<file path="config.mk">
export PLATFORM = sky130hd
export DESIGN_NAME = tpo_output_stage
export DESIGN_NICKNAME = d
export VERILOG_FILES = /design/src/tpo_pkg.sv /design/src/tpo_chop_carrier.sv /design/src/tpo_output_stage.sv /design/src/tpo_sync2.sv
export SDC_FILE = /design/constraint.sdc
export NUM_CORES = 1
export LEC_CHECK = 0
export ABC_CLOCK_PERIOD_IN_PS = 2950
export BUFFER_PORTS_ARGS = -buffer_cell sky130_fd_sc_hd__buf_2
export CAP_MARGIN = 20
export CORE_UTILIZATION = 41
export CTS_CLUSTER_DIAMETER = 40
export DETAILED_ROUTE_END_ITERATION = 16
export RECOVER_POWER = 50
export SYNTH_ARGS = -nofsm -noshare
export SYNTH_HDL_FRONTEND = slang
export SYNTH_HIERARCHICAL = 1
export SYNTH_SLANG_ARGS = --single-unit
</file>
<file path="constraint.sdc">
create_clock -name clk_i -period 2.95 [get_ports clk_i]
set_input_delay 0.885 -clock clk_i [delete_from_list [all_inputs] [get_ports clk_i]]
set_output_delay 0.885 -clock clk_i [all_outputs]
set_load 0.02 [all_outputs]
</file>
<file path="src/tpo_pkg.sv">
// package: constants, register map and carrier types of the pwm output stage
package tpo_pkg;

  // ---------------------------------------------------------------
  // register byte addresses
  // ---------------------------------------------------------------
  localparam logic [31:0] ADDR_CTRL = 32'hFFFFFC00;
  localparam logic [31:0] ADDR_STATUS = 32'hFFFFFC04;
  localparam logic [31:0] ADDR_PERIOD = 32'hFFFFFC08;
  localparam logic [31:0] ADDR_DEAD = 32'hFFFFFC0C;
  localparam logic [31:0] ADDR_CHOP = 32'hFFFFFC10;
  localparam logic [31:0] ADDR_DUTY_A = 32'hFFFFFC14;
  localparam logic [31:0] ADDR_DUTY_B = 32'hFFFFFC18;
  localparam logic [31:0] ADDR_DUTY_C = 32'hFFFFFC1C;
  localparam logic [31:0] ADDR_XOVR_DIS = 32'hFFFFFC20;
  localparam logic [31:0] ADDR_SYNC_WIDTH = 32'hFFFFFC24;

  // ---------------------------------------------------------------
  // field positions
  // ---------------------------------------------------------------
  localparam int CTRL_ENABLE_BIT = 0;
  localparam int CTRL_SYNC_EN_BIT = 1;
  localparam int CTRL_DOUBLE_BIT = 2;
  localparam int CTRL_EXT_MODE_BIT = 3;
  localparam int CTRL_SYNC_SRC_BIT = 4;
  localparam int STAT_HALF_BIT = 0;
  localparam int STAT_TRIP_BIT = 3;
  localparam int STAT_TRIP_INT_BIT = 8;
  localparam int STAT_SYNC_INT_BIT = 9;
  localparam int CHOP_DIV_LSB = 0;
  localparam int CHOP_DIV_W = 8;
  localparam int CHOP_HI_BIT = 8;
  localparam int CHOP_LO_BIT = 9;
  localparam int XOVR_BIT_PHASE0 = 8;  // phase p uses bit 8 - p
  localparam int DIS_HI_PHASE0 = 4;    // phase p high side: bit 4 - 2p
  localparam int DIS_LO_PHASE0 = 5;    // phase p low side: bit 5 - 2p
  localparam int XOVR_DIS_W = 9;
  localparam int CHOP_W = 10;
  localparam int DEAD_W = 10;
  localparam int DUTY_W = 16;
  localparam int DATA_W = 16;
  localparam int NUM_PHASES = 3;
  localparam int NUM_OUTS = 6;
  localparam int CHOP_QUARTERS = 4;    // carrier period is 4 x (div + 1)

  // ---------------------------------------------------------------
  // reset values and fixed levels
  // ---------------------------------------------------------------
  localparam logic [XOVR_DIS_W-1:0] XOVR_DIS_RST = 9'h000;
  localparam logic [CHOP_W-1:0] CHOP_RST = 10'h000;
  localparam logic [DUTY_W-1:0] DUTY_RST = 16'h0000;
  localparam logic [DEAD_W-1:0] DEAD_RST = 10'h000;
  localparam logic [NUM_OUTS-1:0] OUT_OFF = 6'h3F;  // active low, off = high
  localparam logic [NUM_OUTS-1:0] HI_SIDE_MASK = 6'h15;
  localparam logic [NUM_OUTS-1:0] LO_SIDE_MASK = 6'h2A;
  localparam logic [3:0] WRITTEN_ALL = 4'hF;  // period, duty a, b, c

  // ---------------------------------------------------------------
  // carrier types
  // ---------------------------------------------------------------
  typedef struct packed {
    logic sync_source_select;
    logic ext_sync_mode;
    logic double_update_select;
    logic sync_enable;
    logic pwm_enable;
  } tpo_ctrl_s;

  localparam tpo_ctrl_s CTRL_RST = 5'h00;

  typedef struct packed {
    logic [DUTY_W-1:0] switching_period;
    logic [DEAD_W-1:0] dead_time;
    logic [DUTY_W-1:0] phase_a_duty;
    logic [DUTY_W-1:0] phase_b_duty;
    logic [DUTY_W-1:0] phase_c_duty;
    logic [DEAD_W-1:0] sync_width;
  } tpo_timing_s;

  localparam tpo_timing_s TIMING_RST = '0;

endpackage

</file>
<file path="src/tpo_chop_carrier.sv">
// gate chop carrier: square wave of 4 x (divider + 1) core cycles
`timescale 1ns/1ps
`default_nettype none
module tpo_chop_carrier
  import tpo_pkg::*;
(
  input wire logic clk_i,
  input wire logic rstn_i,
  input wire logic [CHOP_DIV_W-1:0] chop_divider_i,
  output logic active_o
);

  logic [CHOP_DIV_W-1:0] pre_cnt;
  logic [1:0] quarter;
  logic pre_wrap;

  // one quarter of the carrier lasts divider + 1 cycles
  assign pre_wrap = (pre_cnt >= chop_divider_i);

  // ---------------------------------------------------------------
  // prescaler and quarter counter
  // ---------------------------------------------------------------
  always_ff @(posedge clk_i) begin
    if (!rstn_i) begin
      pre_cnt <= '0;
      quarter <= 2'h0;
    end else if (pre_wrap) begin
      pre_cnt <= '0;
      quarter <= quarter + 2'h1;
    end else begin
      pre_cnt <= pre_cnt + 8'h01;
    end
  end

  // first two quarters are the active half
  assign active_o = ~quarter[1];

endmodule
`default_nettype wire

</file>
<file path="src/tpo_output_stage.sv">
// three-phase pwm output stage: crossover, disable, chopping and trip
//
// Notes on behaviour
// - crossover/disable register is nine bits, read/write
// - bits 8,7,6 cross phases 0,1,2
// - crossover swaps high and low timing signals
// - crossover bits clear after reset
// - bits 0..5 force one output off
// - disable gating follows the crossover routing
// - disable bits clear after reset
// - crossover/disable latched on sync rising edge
// - chop register ten bits, high/low enables
// - chop period is 4 x (divider+1) cycles
// - chop register clears after reset
// - trip low forces outputs high asynchronously
// - no sync pulse while trip active
// - status bit 3 shows trip level
// - trip raises interrupt and halts timing
// - restart needs period and three duties rewritten
// - resume when rewritten and trip high
// - trip on normal line, sync on fast
// - control bit 0 enables, trip clears it
// - control bit 2 selects double update
// - bits 1,4,3 sync enable, source, mode
// - outputs active low, high is off
// - no output until period and duties written
`timescale 1ns/1ps
`default_nettype none
module tpo_output_stage
  import tpo_pkg::*;
(
  input wire logic clk_i,
  input wire logic rstn_i,
  input wire logic [31:0] bus_addr_i,
  input wire logic [DATA_W-1:0] bus_wdata_i,
  input wire logic bus_wr_i,
  input wire logic bus_rd_i,
  output logic [DATA_W-1:0] bus_rdata_o,
  input wire logic [NUM_PHASES-1:0] tu_hi_n_i,
  input wire logic [NUM_PHASES-1:0] tu_lo_n_i,
  input wire logic tu_sync_i,
  input wire logic tu_half_i,
  input wire logic fault_trip_n_i,
  output logic [NUM_OUTS-1:0] pwm_n_o,
  output logic period_sync_pulse_o,
  output logic timer_run_o,
  output logic trip_irq_o,
  output logic sync_fiq_o,
  output tpo_ctrl_s pwm_control_o,
  output tpo_timing_s timing_cfg_o
);

  // ---------------------------------------------------------------
  // address decode
  // ---------------------------------------------------------------
  function automatic logic hit(input logic [31:0] addr,
                               input logic [31:0] base);
    hit = (addr == base);
  endfunction

  logic wr_ctrl, wr_status, wr_period, wr_dead, wr_chop;
  logic wr_duty_a, wr_duty_b, wr_duty_c, wr_xovr, wr_sync_w;

  assign wr_ctrl = bus_wr_i && hit(bus_addr_i, ADDR_CTRL);
  assign wr_status = bus_wr_i && hit(bus_addr_i, ADDR_STATUS);
  assign wr_period = bus_wr_i && hit(bus_addr_i, ADDR_PERIOD);
  assign wr_dead = bus_wr_i && hit(bus_addr_i, ADDR_DEAD);
  assign wr_chop = bus_wr_i && hit(bus_addr_i, ADDR_CHOP);
  assign wr_duty_a = bus_wr_i && hit(bus_addr_i, ADDR_DUTY_A);
  assign wr_duty_b = bus_wr_i && hit(bus_addr_i, ADDR_DUTY_B);
  assign wr_duty_c = bus_wr_i && hit(bus_addr_i, ADDR_DUTY_C);
  assign wr_xovr = bus_wr_i && hit(bus_addr_i, ADDR_XOVR_DIS);
  assign wr_sync_w = bus_wr_i && hit(bus_addr_i, ADDR_SYNC_WIDTH);

  // ---------------------------------------------------------------
  // trip synchroniser and trip state
  // ---------------------------------------------------------------
  logic trip_s;      // synchronised pin level, high = no fault
  logic trip_s_q;
  logic trip_fall;
  logic tripped;     // held from a trip until the rewrite is complete
  logic trip_hold;
  logic [3:0] written;
  logic all_written;

  // status and interrupt see the pin only after two flops
  tpo_sync2 #(
    .RST_VAL(1'b1)
  ) u_trip_sync (
    .clk_i(clk_i),
    .rstn_i(rstn_i),
    .async_i(fault_trip_n_i),
    .sync_o(trip_s)
  );

  assign trip_fall = trip_s_q & ~trip_s;
  assign all_written = (written == WRITTEN_ALL);
  assign trip_hold = tripped | ~trip_s;

  // a trip wipes the record of writes, so a full rewrite is needed
  always_ff @(posedge clk_i) begin
    if (!rstn_i) begin
      trip_s_q <= 1'b1;
      written <= 4'h0;
    end else begin
      trip_s_q <= trip_s;
      if (trip_fall) begin
        written <= 4'h0;
      end else begin
        written <= written | {wr_duty_c, wr_duty_b, wr_duty_a, wr_period};
      end
    end
  end

  // leave the tripped state once rewritten and the pin is high again
  always_ff @(posedge clk_i) begin
    if (!rstn_i) begin
      tripped <= 1'b0;
    end else if (trip_fall) begin
      tripped <= 1'b1;
    end else if (all_written && trip_s) begin
      tripped <= 1'b0;
    end
  end

  // ---------------------------------------------------------------
  // control register
  // ---------------------------------------------------------------
  tpo_ctrl_s next_ctrl;

  // the trip clear beats a software write in the same cycle
  always_comb begin
    next_ctrl = pwm_control_o;
    if (wr_ctrl) begin
      next_ctrl.pwm_enable = bus_wdata_i[CTRL_ENABLE_BIT];
      next_ctrl.sync_enable = bus_wdata_i[CTRL_SYNC_EN_BIT];
      next_ctrl.double_update_select = bus_wdata_i[CTRL_DOUBLE_BIT];
      next_ctrl.ext_sync_mode = bus_wdata_i[CTRL_EXT_MODE_BIT];
      next_ctrl.sync_source_select = bus_wdata_i[CTRL_SYNC_SRC_BIT];
    end
    if (trip_fall) begin
      next_ctrl.pwm_enable = 1'b0;
    end
  end

  always_ff @(posedge clk_i) begin
    if (!rstn_i) begin
      pwm_control_o <= CTRL_RST;
    end else begin
      pwm_control_o <= next_ctrl;
    end
  end

  // ---------------------------------------------------------------
  // timing unit registers, passed straight on
  // ---------------------------------------------------------------
  always_ff @(posedge clk_i) begin
    if (!rstn_i) begin
      timing_cfg_o <= TIMING_RST;
    end else begin
      if (wr_period) begin
        timing_cfg_o.switching_period <= bus_wdata_i;
      end
      if (wr_dead) begin
        timing_cfg_o.dead_time <= bus_wdata_i[DEAD_W-1:0];
      end
      if (wr_duty_a) begin
        timing_cfg_o.phase_a_duty <= bus_wdata_i;
      end
      if (wr_duty_b) begin
        timing_cfg_o.phase_b_duty <= bus_wdata_i;
      end
      if (wr_duty_c) begin
        timing_cfg_o.phase_c_duty <= bus_wdata_i;
      end
      if (wr_sync_w) begin
        timing_cfg_o.sync_width <= bus_wdata_i[DEAD_W-1:0];
      end
    end
  end

  // ---------------------------------------------------------------
  // crossover/disable and chop configuration
  // ---------------------------------------------------------------
  logic [XOVR_DIS_W-1:0] xovr_dis;      // software copy
  logic [XOVR_DIS_W-1:0] xovr_dis_act;  // copy in force
  logic [CHOP_W-1:0] chop_cfg;
  logic sync_q;
  logic sync_rise;
  logic sync_ok;

  assign sync_rise = tu_sync_i & ~sync_q;
  assign sync_ok = sync_rise & ~trip_hold;

  always_ff @(posedge clk_i) begin
    if (!rstn_i) begin
      xovr_dis <= XOVR_DIS_RST;
      chop_cfg <= CHOP_RST;
    end else begin
      if (wr_xovr) begin
        xovr_dis <= bus_wdata_i[XOVR_DIS_W-1:0];
      end
      if (wr_chop) begin
        chop_cfg <= bus_wdata_i[CHOP_W-1:0];
      end
    end
  end

  // a new pattern only takes over on a sync edge, so no half-changed
  // commutation step ever reaches the gates
  always_ff @(posedge clk_i) begin
    if (!rstn_i) begin
      sync_q <= 1'b0;
      xovr_dis_act <= XOVR_DIS_RST;
    end else begin
      sync_q <= tu_sync_i;
      if (sync_ok) begin
        xovr_dis_act <= xovr_dis;
      end
    end
  end

  // ---------------------------------------------------------------
  // chop carrier
  // ---------------------------------------------------------------
  logic chop_active;

  // divider is read live, so changing it while running glitches
  tpo_chop_carrier u_chop (
    .clk_i(clk_i),
    .rstn_i(rstn_i),
    .chop_divider_i(chop_cfg[CHOP_DIV_LSB +: CHOP_DIV_W]),
    .active_o(chop_active)
  );

  // ---------------------------------------------------------------
  // output path per phase
  // ---------------------------------------------------------------
  logic [NUM_OUTS-1:0] routed_n;
  logic [NUM_OUTS-1:0] gated_n;
  logic [NUM_OUTS-1:0] chop_off;
  logic [NUM_OUTS-1:0] next_pwm_n;
  logic run_next;

  genvar p;
  generate
    for (p = 0; p < NUM_PHASES; p++) begin : g_phase
      logic xo;
      assign xo = xovr_dis_act[XOVR_BIT_PHASE0 - p];
      // swap the pair when crossed over
      assign routed_n[DIS_HI_PHASE0 - 2*p] = xo ? tu_lo_n_i[p] : tu_hi_n_i[p];
      assign routed_n[DIS_LO_PHASE0 - 2*p] = xo ? tu_hi_n_i[p] : tu_lo_n_i[p];
    end
  endgenerate

  // disable acts after the swap, off is high
  assign gated_n = routed_n | xovr_dis_act[NUM_OUTS-1:0];

  // chopped sides go off in the idle half of the carrier
  assign chop_off = ({NUM_OUTS{chop_cfg[CHOP_HI_BIT]}} & HI_SIDE_MASK |
                     {NUM_OUTS{chop_cfg[CHOP_LO_BIT]}} & LO_SIDE_MASK) &
                    {NUM_OUTS{~chop_active}};

  // nothing drives the gates until set up and free of trips
  assign run_next = pwm_control_o.pwm_enable & all_written & ~trip_hold;
  assign next_pwm_n = timer_run_o ? (gated_n | chop_off) : OUT_OFF;

  // the trip pin sets the outputs without a clock edge
  always_ff @(posedge clk_i or negedge fault_trip_n_i) begin
    if (!fault_trip_n_i) begin
      pwm_n_o <= OUT_OFF;
    end else if (!rstn_i) begin
      pwm_n_o <= OUT_OFF;
    end else begin
      pwm_n_o <= next_pwm_n;
    end
  end

  // ---------------------------------------------------------------
  // run, sync and interrupt flags
  // ---------------------------------------------------------------
  // software clears a flag with a one; a new event wins the same cycle
  always_ff @(posedge clk_i) begin
    if (!rstn_i) begin
      timer_run_o <= 1'b0;
      period_sync_pulse_o <= 1'b0;
      trip_irq_o <= 1'b0;
      sync_fiq_o <= 1'b0;
    end else begin
      timer_run_o <= run_next;
      period_sync_pulse_o <= tu_sync_i & ~trip_hold;
      // trip goes to the normal line only
      if (trip_fall) begin
        trip_irq_o <= 1'b1;
      end else if (wr_status && bus_wdata_i[STAT_TRIP_INT_BIT]) begin
        trip_irq_o <= 1'b0;
      end
      // sync goes to the fast line only
      if (sync_ok) begin
        sync_fiq_o <= 1'b1;
      end else if (wr_status && bus_wdata_i[STAT_SYNC_INT_BIT]) begin
        sync_fiq_o <= 1'b0;
      end
    end
  end

  // ---------------------------------------------------------------
  // read data
  // ---------------------------------------------------------------
  logic [DATA_W-1:0] status_val;
  logic [DATA_W-1:0] rd_mux;

  assign status_val = {6'h00, sync_fiq_o, trip_irq_o, 4'h0,
                       trip_s, 2'h0, tu_half_i};

  assign rd_mux =
    hit(bus_addr_i, ADDR_CTRL) ? {11'h000, pwm_control_o} :
    hit(bus_addr_i, ADDR_STATUS) ? status_val :
    hit(bus_addr_i, ADDR_PERIOD) ? timing_cfg_o.switching_period :
    hit(bus_addr_i, ADDR_DEAD) ? {6'h00, timing_cfg_o.dead_time} :
    hit(bus_addr_i, ADDR_CHOP) ? {6'h00, chop_cfg} :
    hit(bus_addr_i, ADDR_DUTY_A) ? timing_cfg_o.phase_a_duty :
    hit(bus_addr_i, ADDR_DUTY_B) ? timing_cfg_o.phase_b_duty :
    hit(bus_addr_i, ADDR_DUTY_C) ? timing_cfg_o.phase_c_duty :
    hit(bus_addr_i, ADDR_XOVR_DIS) ? {7'h00, xovr_dis} :
    hit(bus_addr_i, ADDR_SYNC_WIDTH) ? {6'h00, timing_cfg_o.sync_width} :
    16'h0000;

  // unmapped addresses read as zero
  always_ff @(posedge clk_i) begin
    if (!rstn_i) begin
      bus_rdata_o <= 16'h0000;
    end else if (bus_rd_i) begin
      bus_rdata_o <= rd_mux;
    end
  end
endmodule
`default_nettype wire

</file>
<file path="src/tpo_sync2.sv">
// two flip-flop synchroniser for one asynchronous level
`timescale 1ns/1ps
`default_nettype none
module tpo_sync2 #(
  parameter logic RST_VAL = 1'b1
) (
  input wire logic clk_i,
  input wire logic rstn_i,
  input wire logic async_i,
  output logic sync_o
);

  logic meta;

  // ---------------------------------------------------------------
  // stage one is read only by stage two
  // ---------------------------------------------------------------
  always_ff @(posedge clk_i) begin
    if (!rstn_i) begin
      meta <= RST_VAL;
      sync_o <= RST_VAL;
    end else begin
      meta <= async_i;
      sync_o <= meta;
    end
  end

endmodule
`default_nettype wire
</file>
Word level (Yosys, flattened, before mapping)
Cells that the tools add are included.
- bits in registers: 162
- input bits: 61
- output and inout bits: 115
- word-level logic and storage cells: 100
- add/sub/neg operators: 2
- magnitude comparators: 1
- eq/ne operators: 11
- mux-type cells: 24
- bitwise logic cells: 16
- reductions and logical operators: 18
- operators with widths (kind ; count):
    == test 32 bit, second input constant ; 10
    two-way mux 16 bit ; 8
    two-way mux 10 bit ; 2
    logical AND 1 bit ; 13
    two-way mux 1 bit ; 12
    two-way mux 6 bit ; 2
    OR 6 bit ; 2
    adder 8 x 1 -> 8 bit, second input constant ; 1
    greater-or-equal comparator 8 bit ; 1
    bitwise AND 1 bit ; 6
    bitwise AND 6 bit ; 1
    OR 5 x 6 -> 6 bit ; 1
    nonzero test 2 bit ; 3
    == test 4 bit, second input constant ; 1
    inverter 1 bit ; 4
    OR 4 bit ; 1
    OR reduction 2 bit ; 2
    adder 2 x 1 -> 2 bit, second input constant ; 1
    OR 1 bit ; 1

Depth between registers and ports, before layout
- word-level depth: 11
- gate-level depth with buffers: 9
- mapped depth without buffers: 7

By module
The synthesis kept the hierarchy.
- modules (own cells, without submodules) (module ; times used ; cells an instance ; area an instance (um^2) ; seq. area each (um^2)):
    tpo_output_stage ; 1 ; 800 ; 6847.8 ; 3040.4
    tpo_chop_carrier ; 1 ; 67 ; 610.6 ; 200.2
    tpo_sync2 ; 1 ; 4 ; 52.6 ; 40.0

Worst setup path before layout
OpenSTA, ideal clock, no wires.
- kind: input to register
- start: input port bus_addr_i[8]
- end: register chop_cfg[0]
- library setup time: 0.124 ns
- data arrival time: 2.669 ns
- data required time: 2.826 ns
- path slack: 0.158 ns
- stages: 8
- buffers on the path: 2
- cell sequence: nand4bb_1 > or4_1 > buf_2 > nor2_2 > buf_2 > nand4_1 > nand2_1 > a21boi_0
- longest elaborated chain between the ends: 2
- ends and longest elaborated chain (what ; line ; RTL):
    start, declared ; tpo_output_stage.sv:34 ; input wire logic [31:0] bus_addr_i,
    == test 32 bit ; tpo_output_stage.sv:58 ; hit = (addr == base);
    logical AND 1 bit ; tpo_output_stage.sv:68 ; assign wr_chop = bus_wr_i && hit(bus_addr_i, ADDR_CHOP);
    end signal, assigned ; tpo_output_stage.sv:204 ; chop_cfg <= bus_wdata_i[CHOP_W-1:0];
    end, declared ; tpo_output_stage.sv:187 ; logic [CHOP_W-1:0] chop_cfg;
No other way between the ends.
A chain may end at the register's enable or synchronous reset.

Worst setup path in the final report
- start: input port bus_addr_i[6]
- end: register bus_rdata_o[0]
- longest elaborated chain between the ends: 11
- elaborated cells between the ends (all ways): 20
- classes of those cells: 10 x eq/ne; 10 x mux
- ends and longest elaborated chain (what ; line ; RTL):
    == test 32 bit ; tpo_output_stage.sv:58 ;
    two-way mux 10 bit ; tpo_output_stage.sv:326 ; hit(bus_addr_i, ADDR_SYNC_WIDTH) ? {6'h00, timing_cfg_o.sync_width} :
    two-way mux 10 bit ; tpo_output_stage.sv:325 ; hit(bus_addr_i, ADDR_XOVR_DIS) ? {7'h00, xovr_dis} :
    two-way mux 16 bit ; tpo_output_stage.sv:324 ; hit(bus_addr_i, ADDR_DUTY_C) ? timing_cfg_o.phase_c_duty :
    two-way mux 16 bit ; tpo_output_stage.sv:323 ; hit(bus_addr_i, ADDR_DUTY_B) ? timing_cfg_o.phase_b_duty :
    two-way mux 16 bit ; tpo_output_stage.sv:322 ; hit(bus_addr_i, ADDR_DUTY_A) ? timing_cfg_o.phase_a_duty :
    two-way mux 16 bit ; tpo_output_stage.sv:321 ; hit(bus_addr_i, ADDR_CHOP) ? {6'h00, chop_cfg} :
    two-way mux 16 bit ; tpo_output_stage.sv:320 ; hit(bus_addr_i, ADDR_DEAD) ? {6'h00, timing_cfg_o.dead_time} :
    two-way mux 16 bit ; tpo_output_stage.sv:319 ; hit(bus_addr_i, ADDR_PERIOD) ? timing_cfg_o.switching_period :
    two-way mux 16 bit ; tpo_output_stage.sv:318 ; hit(bus_addr_i, ADDR_STATUS) ? status_val :
    two-way mux 16 bit * ; tpo_output_stage.sv:317 ; hit(bus_addr_i, ADDR_CTRL) ? {11'h000, pwm_control_o} :
    end signal, assigned ; tpo_output_stage.sv:334 ; bus_rdata_o <= rd_mux;
    end, declared ; tpo_output_stage.sv:38 ; output logic [DATA_W-1:0] bus_rdata_o,
Every way passes the cells marked *; elsewhere a longest branch is shown, timed or not.

==> run summary <==
The flow ran to the end, and the final reports show no timing, DRC or antenna violations. The number of nets at the end of the flow came out at ~1100. Measured along the y axis, the die boundary spans about 140 um. Derived from the worst setup path, the maximum achievable clock frequency is roughly 0.38 GHz. The count of flip-flops with a built-in enable after synthesis is 0. STA classifies the critical path startpoint as an input port. For this block, wires on met1 add up to approximately 11000 um. The cell area after technology mapping is around 0.0075 mm^2. The global route total overflow is 0.

The transition time at the pin with the least slew margin is a little under 0.6 ns. The global-route total usage across every layer came out at a little over a quarter. The effective utilization at floorplan came out at between 40% and 50%. The number of vias per cell after detailed routing came out at approximately 5.4. The max-slew violation count is 0. For this design the ratio of total power to cell area is 507.2 mW/mm^2. The count of instances resized after the clock tree is built is 0. The remaining antenna violation count is 0. In the synthesized netlist the dominant register cell turns out to be dfxtp_1.

The total routed wirelength is ~25000 um. Entering global routing, the biggest net connects a little over 60 pins. Setup violations remaining at the end of the flow were counted as 0. Sequential cells were found to cover a little over two fifths of the synthesized design area.

The clock reaches the later pin of the worst-skew pair after between 0.4 and 0.5 ns. The unique cell type count in the Yosys netlist is 74. The total length of routed met3 wires is ~1800 um. The average wire length per cell after detail routing is between 15 and 20 um. The synthesis-to-layout area growth came out at 26.57%. The die covers roughly 0.019 mm^2. The iteration count of the initial detailed-routing pass is 5.

Counting every instance in the synthesized netlist gives around 870. Of the available clock period, the critical path in the final layout requires between 80 and 90%. The I/O pin count came out at between 150 and 200. The count of unresolved DRC violations after routing is 0. The via count of the routed design came out at just over 7000. For the worst setup path, the data required time is 3.30 ns. Setup repair after global routing left no endpoint under its margin. The static power due to leakage came out at roughly 3.5 nW. The library cell occupying the most area in the post-synthesis netlist is dfxtp_1.

The post-route netlist has 19.93% of its cells at a drive strength greater than 1. The number of hold violations in the final report came out at 0. The initial antenna violation count came out at 0.

The die extent in x came out at approximately 140 um. The count of max-cap constraint violations is 0. The buffer depth of the longest clock path is 2. The clock transition time at the flip-flop clock pins of the worst setup and hold paths is roughly 0.070 ns.

The number of global-route vias before repair came to approximately 6500. In this run the mean area of a mapped cell was approximately 8.6 um^2. The flip-flop and latch count after synthesis is 162. The worst slew slack as a fraction of its limit is about three fifths.

The cell sitting at the root of the clock tree is a clkbuf_16. The largest voltage drop on the vdd net came out at roughly 0.00035 V. The utilization of the core after routing is a little over half. In this run the worst path has a maximum fanout of 8. The number of buffers created by CTS is 17. The HPWL after detailed placement is 18570 um. The data arrival at the endpoint of the critical path is about 3.0 ns. TritonCTS built the clock tree. In this run the tool buffered the top-level ports with ~180 buffer cells. The H-tree generated during clock tree synthesis spans 4 levels.

The number of buffers added to fix hold violations after cts is 0. The area of the core region came out at 0.01796 mm^2. Clock skew on the completed layout was measured at 0.009110 ns.

The worst setup path is captured at a register. Of the post-synthesis cell area, the dominant cell type holds a little over 40%. The antenna diode count is 0. The floorplan row count came out at slightly below 50. The minimum setup slack in the final design came out at 0.3131 ns. The minimum period implied by the final worst setup slack came out at approximately 2.6 ns. The fraction of synthesis flops using an asynchronous set or reset pin came out at around 3.7%. During synthesis, Yosys emitted a total of 6 warnings. The number of buffers added for setup after CTS is 0. The net count after synthesis came out at around 940. The global-route wire length before repair came out at between 30000 and 40000 um. The worst-case setup slack after placement came out at -0.06086 ns. The critical path in this run is classified as input port to register. Yosys attributes the largest share of cell area to dfxtp_1 42%, nand2_1 10%, a21boi_0 8.4%, mux2i_1 3.3%, nor2b_1 2.6%.

The routed design uses ~12000 um of met2 wire. The violation count after the first detailed-route iteration is 581. The highest signal layer in the routed design is met4. Routability-driven placement finished with a final weighted congestion of 0.8915. The class of the worst hold path is register to register.

The clock sink count came out at about 160.
worst max-delay path: stages:
cell and delay [ns]:
buf_2 0.11, buf_4 0.14, nor4b_1 0.54, and2_1 0.39, buf_4 0.18, a222oi_1 0.07
nor3_1 0.29, o21ai_0 0.23, a21oi_1 0.16
kinds of logic after synthesis:
group,Yosys count,synth area share [%]
xor+xnor,6,0.6998
buf+inv,85,4.898
mux,32,4.381
compound gates,217,21.34
flops,162,43.68
simple gates,360,23.51
fa+ha+maj,9,1.499
per-stage QoR:
stage | setup TNS, ns | hold slack [ns] | total power, mW | cells | area, um^2
finish | 0 | 0.4447 | 4.822 | 1318 | 9507
global route | 0 | 0.4727 | 4.962 | 1318 | 9507
CTS | 0 | 0.4478 | 4.853 | 1318 | 9663
detailed placement | -0.2225 | 0.4277 | 2.514 | 1286 | 9035
global placement | -0.05902 | 0.4269 | 2.513 | 1286 | 9035
floorplan | 0 | 0.3863 | 2.384 | 871 | 7511
layer usage:
| layer | vias to the layer above | global-route usage (%) |
|---|---|---|
| met3 | 21 | 6.071 |
| met1 | 3372 | 37.22 |
| met2 | 267 | 42.37 |
| li1 | 3467 | - |
| met5 | - | 0 |
| met4 | 0 | 8.120 |
Yosys cell counts (11+ instances only):
cell	number
mux2i_1	25
o21ai_0	20
nand2_1	205
nand3_1	31
a21boi_1	12
buf_2	12
nand4_1	11
dfxtp_1	156
inv_1	19
a21boi_0	84
a21oi_1	18
nor2b_1	31
clkbuf_1	46
area by class of cell:
class / instances / area, um^2
fill: 1755 / 8457
multi-input combinational: 624 / 3842
sequential: 162 / 3281
timing repair buffer: 251 / 1394
clock buffer: 19 / 452.9
tap: 229 / 286.5
clock inverter: 13 / 175.2
inverter: 20 / 75.07
report_power, final:
part | switching [mW] | internal [mW] | leakage [nW]
Combinational | 0.158 | 0.100 | 1.89
Clock | 0.961 | 1.40 | 0.306
Sequential | 0.00762 | 2.20 | 1.32
Total | 1.13 | 3.70 | 3.52
layout by cell type, fill, tap and decap left out, drive strengths merged, types with 3 or more instances in the layout:
cell / n
a211oi: 8
a21boi: 96
a21oi: 20
a221o: 6
a221oi: 5
a222oi: 3
a22oi: 10
a31oi: 9
a32o: 5
a32oi: 3
and2: 10
and3: 5
buf: 147
bufinv: 3
clkbuf: 123
clkinv: 6
dfstp: 6
dfxtp: 156
ha: 9
inv: 23
mux2: 7
mux2i: 25
nand2: 206
nand2b: 4
nand3: 31
nand4: 11
nor2: 19
nor2b: 31
nor3: 11
nor4: 7
nor4b: 4
o211a: 3
o211ai: 3
o21a: 9
o21ai: 22
o221ai: 3
or3: 8
xnor2: 3
xor2: 3
worst paths after layout:
| path | depth (start not counted) | slack [ns] | endpoint | startpoint |
|---|---|---|---|---|
| worst max-delay path | 9 | 0.31 | bus_rdata_o[0] | bus_addr_i[6] |
| worst min-delay path | 1 | 0.44 | u_trip_sync/sync_o | u_trip_sync/meta |
| worst max register to register | 7 | 0.80 | u_chop/pre_cnt[5] | u_chop/pre_cnt[0] |
| worst min register to register | 1 | 0.44 | u_trip_sync/sync_o | u_trip_sync/meta |
| max in group asynchronous | 1 | 2.34 | pwm_n_o[4] | fault_trip_n_i |
| min in group asynchronous | 1 | 0.59 | pwm_n_o[2] | fault_trip_n_i |
registers in the layout, summed over array words and instances, names as in the netlist, 2 cells and up:
name            count
timing_cfg_o       84
bus_rdata_o        16
chop_cfg           10
xovr_dis            9
xovr_dis_act        9
u_chop/pre_cnt      8
pwm_n_o             6
pwm_control_o       5
written             4
u_chop/quarter      2
No activity file was read; power rests on OpenSTA's default activity.
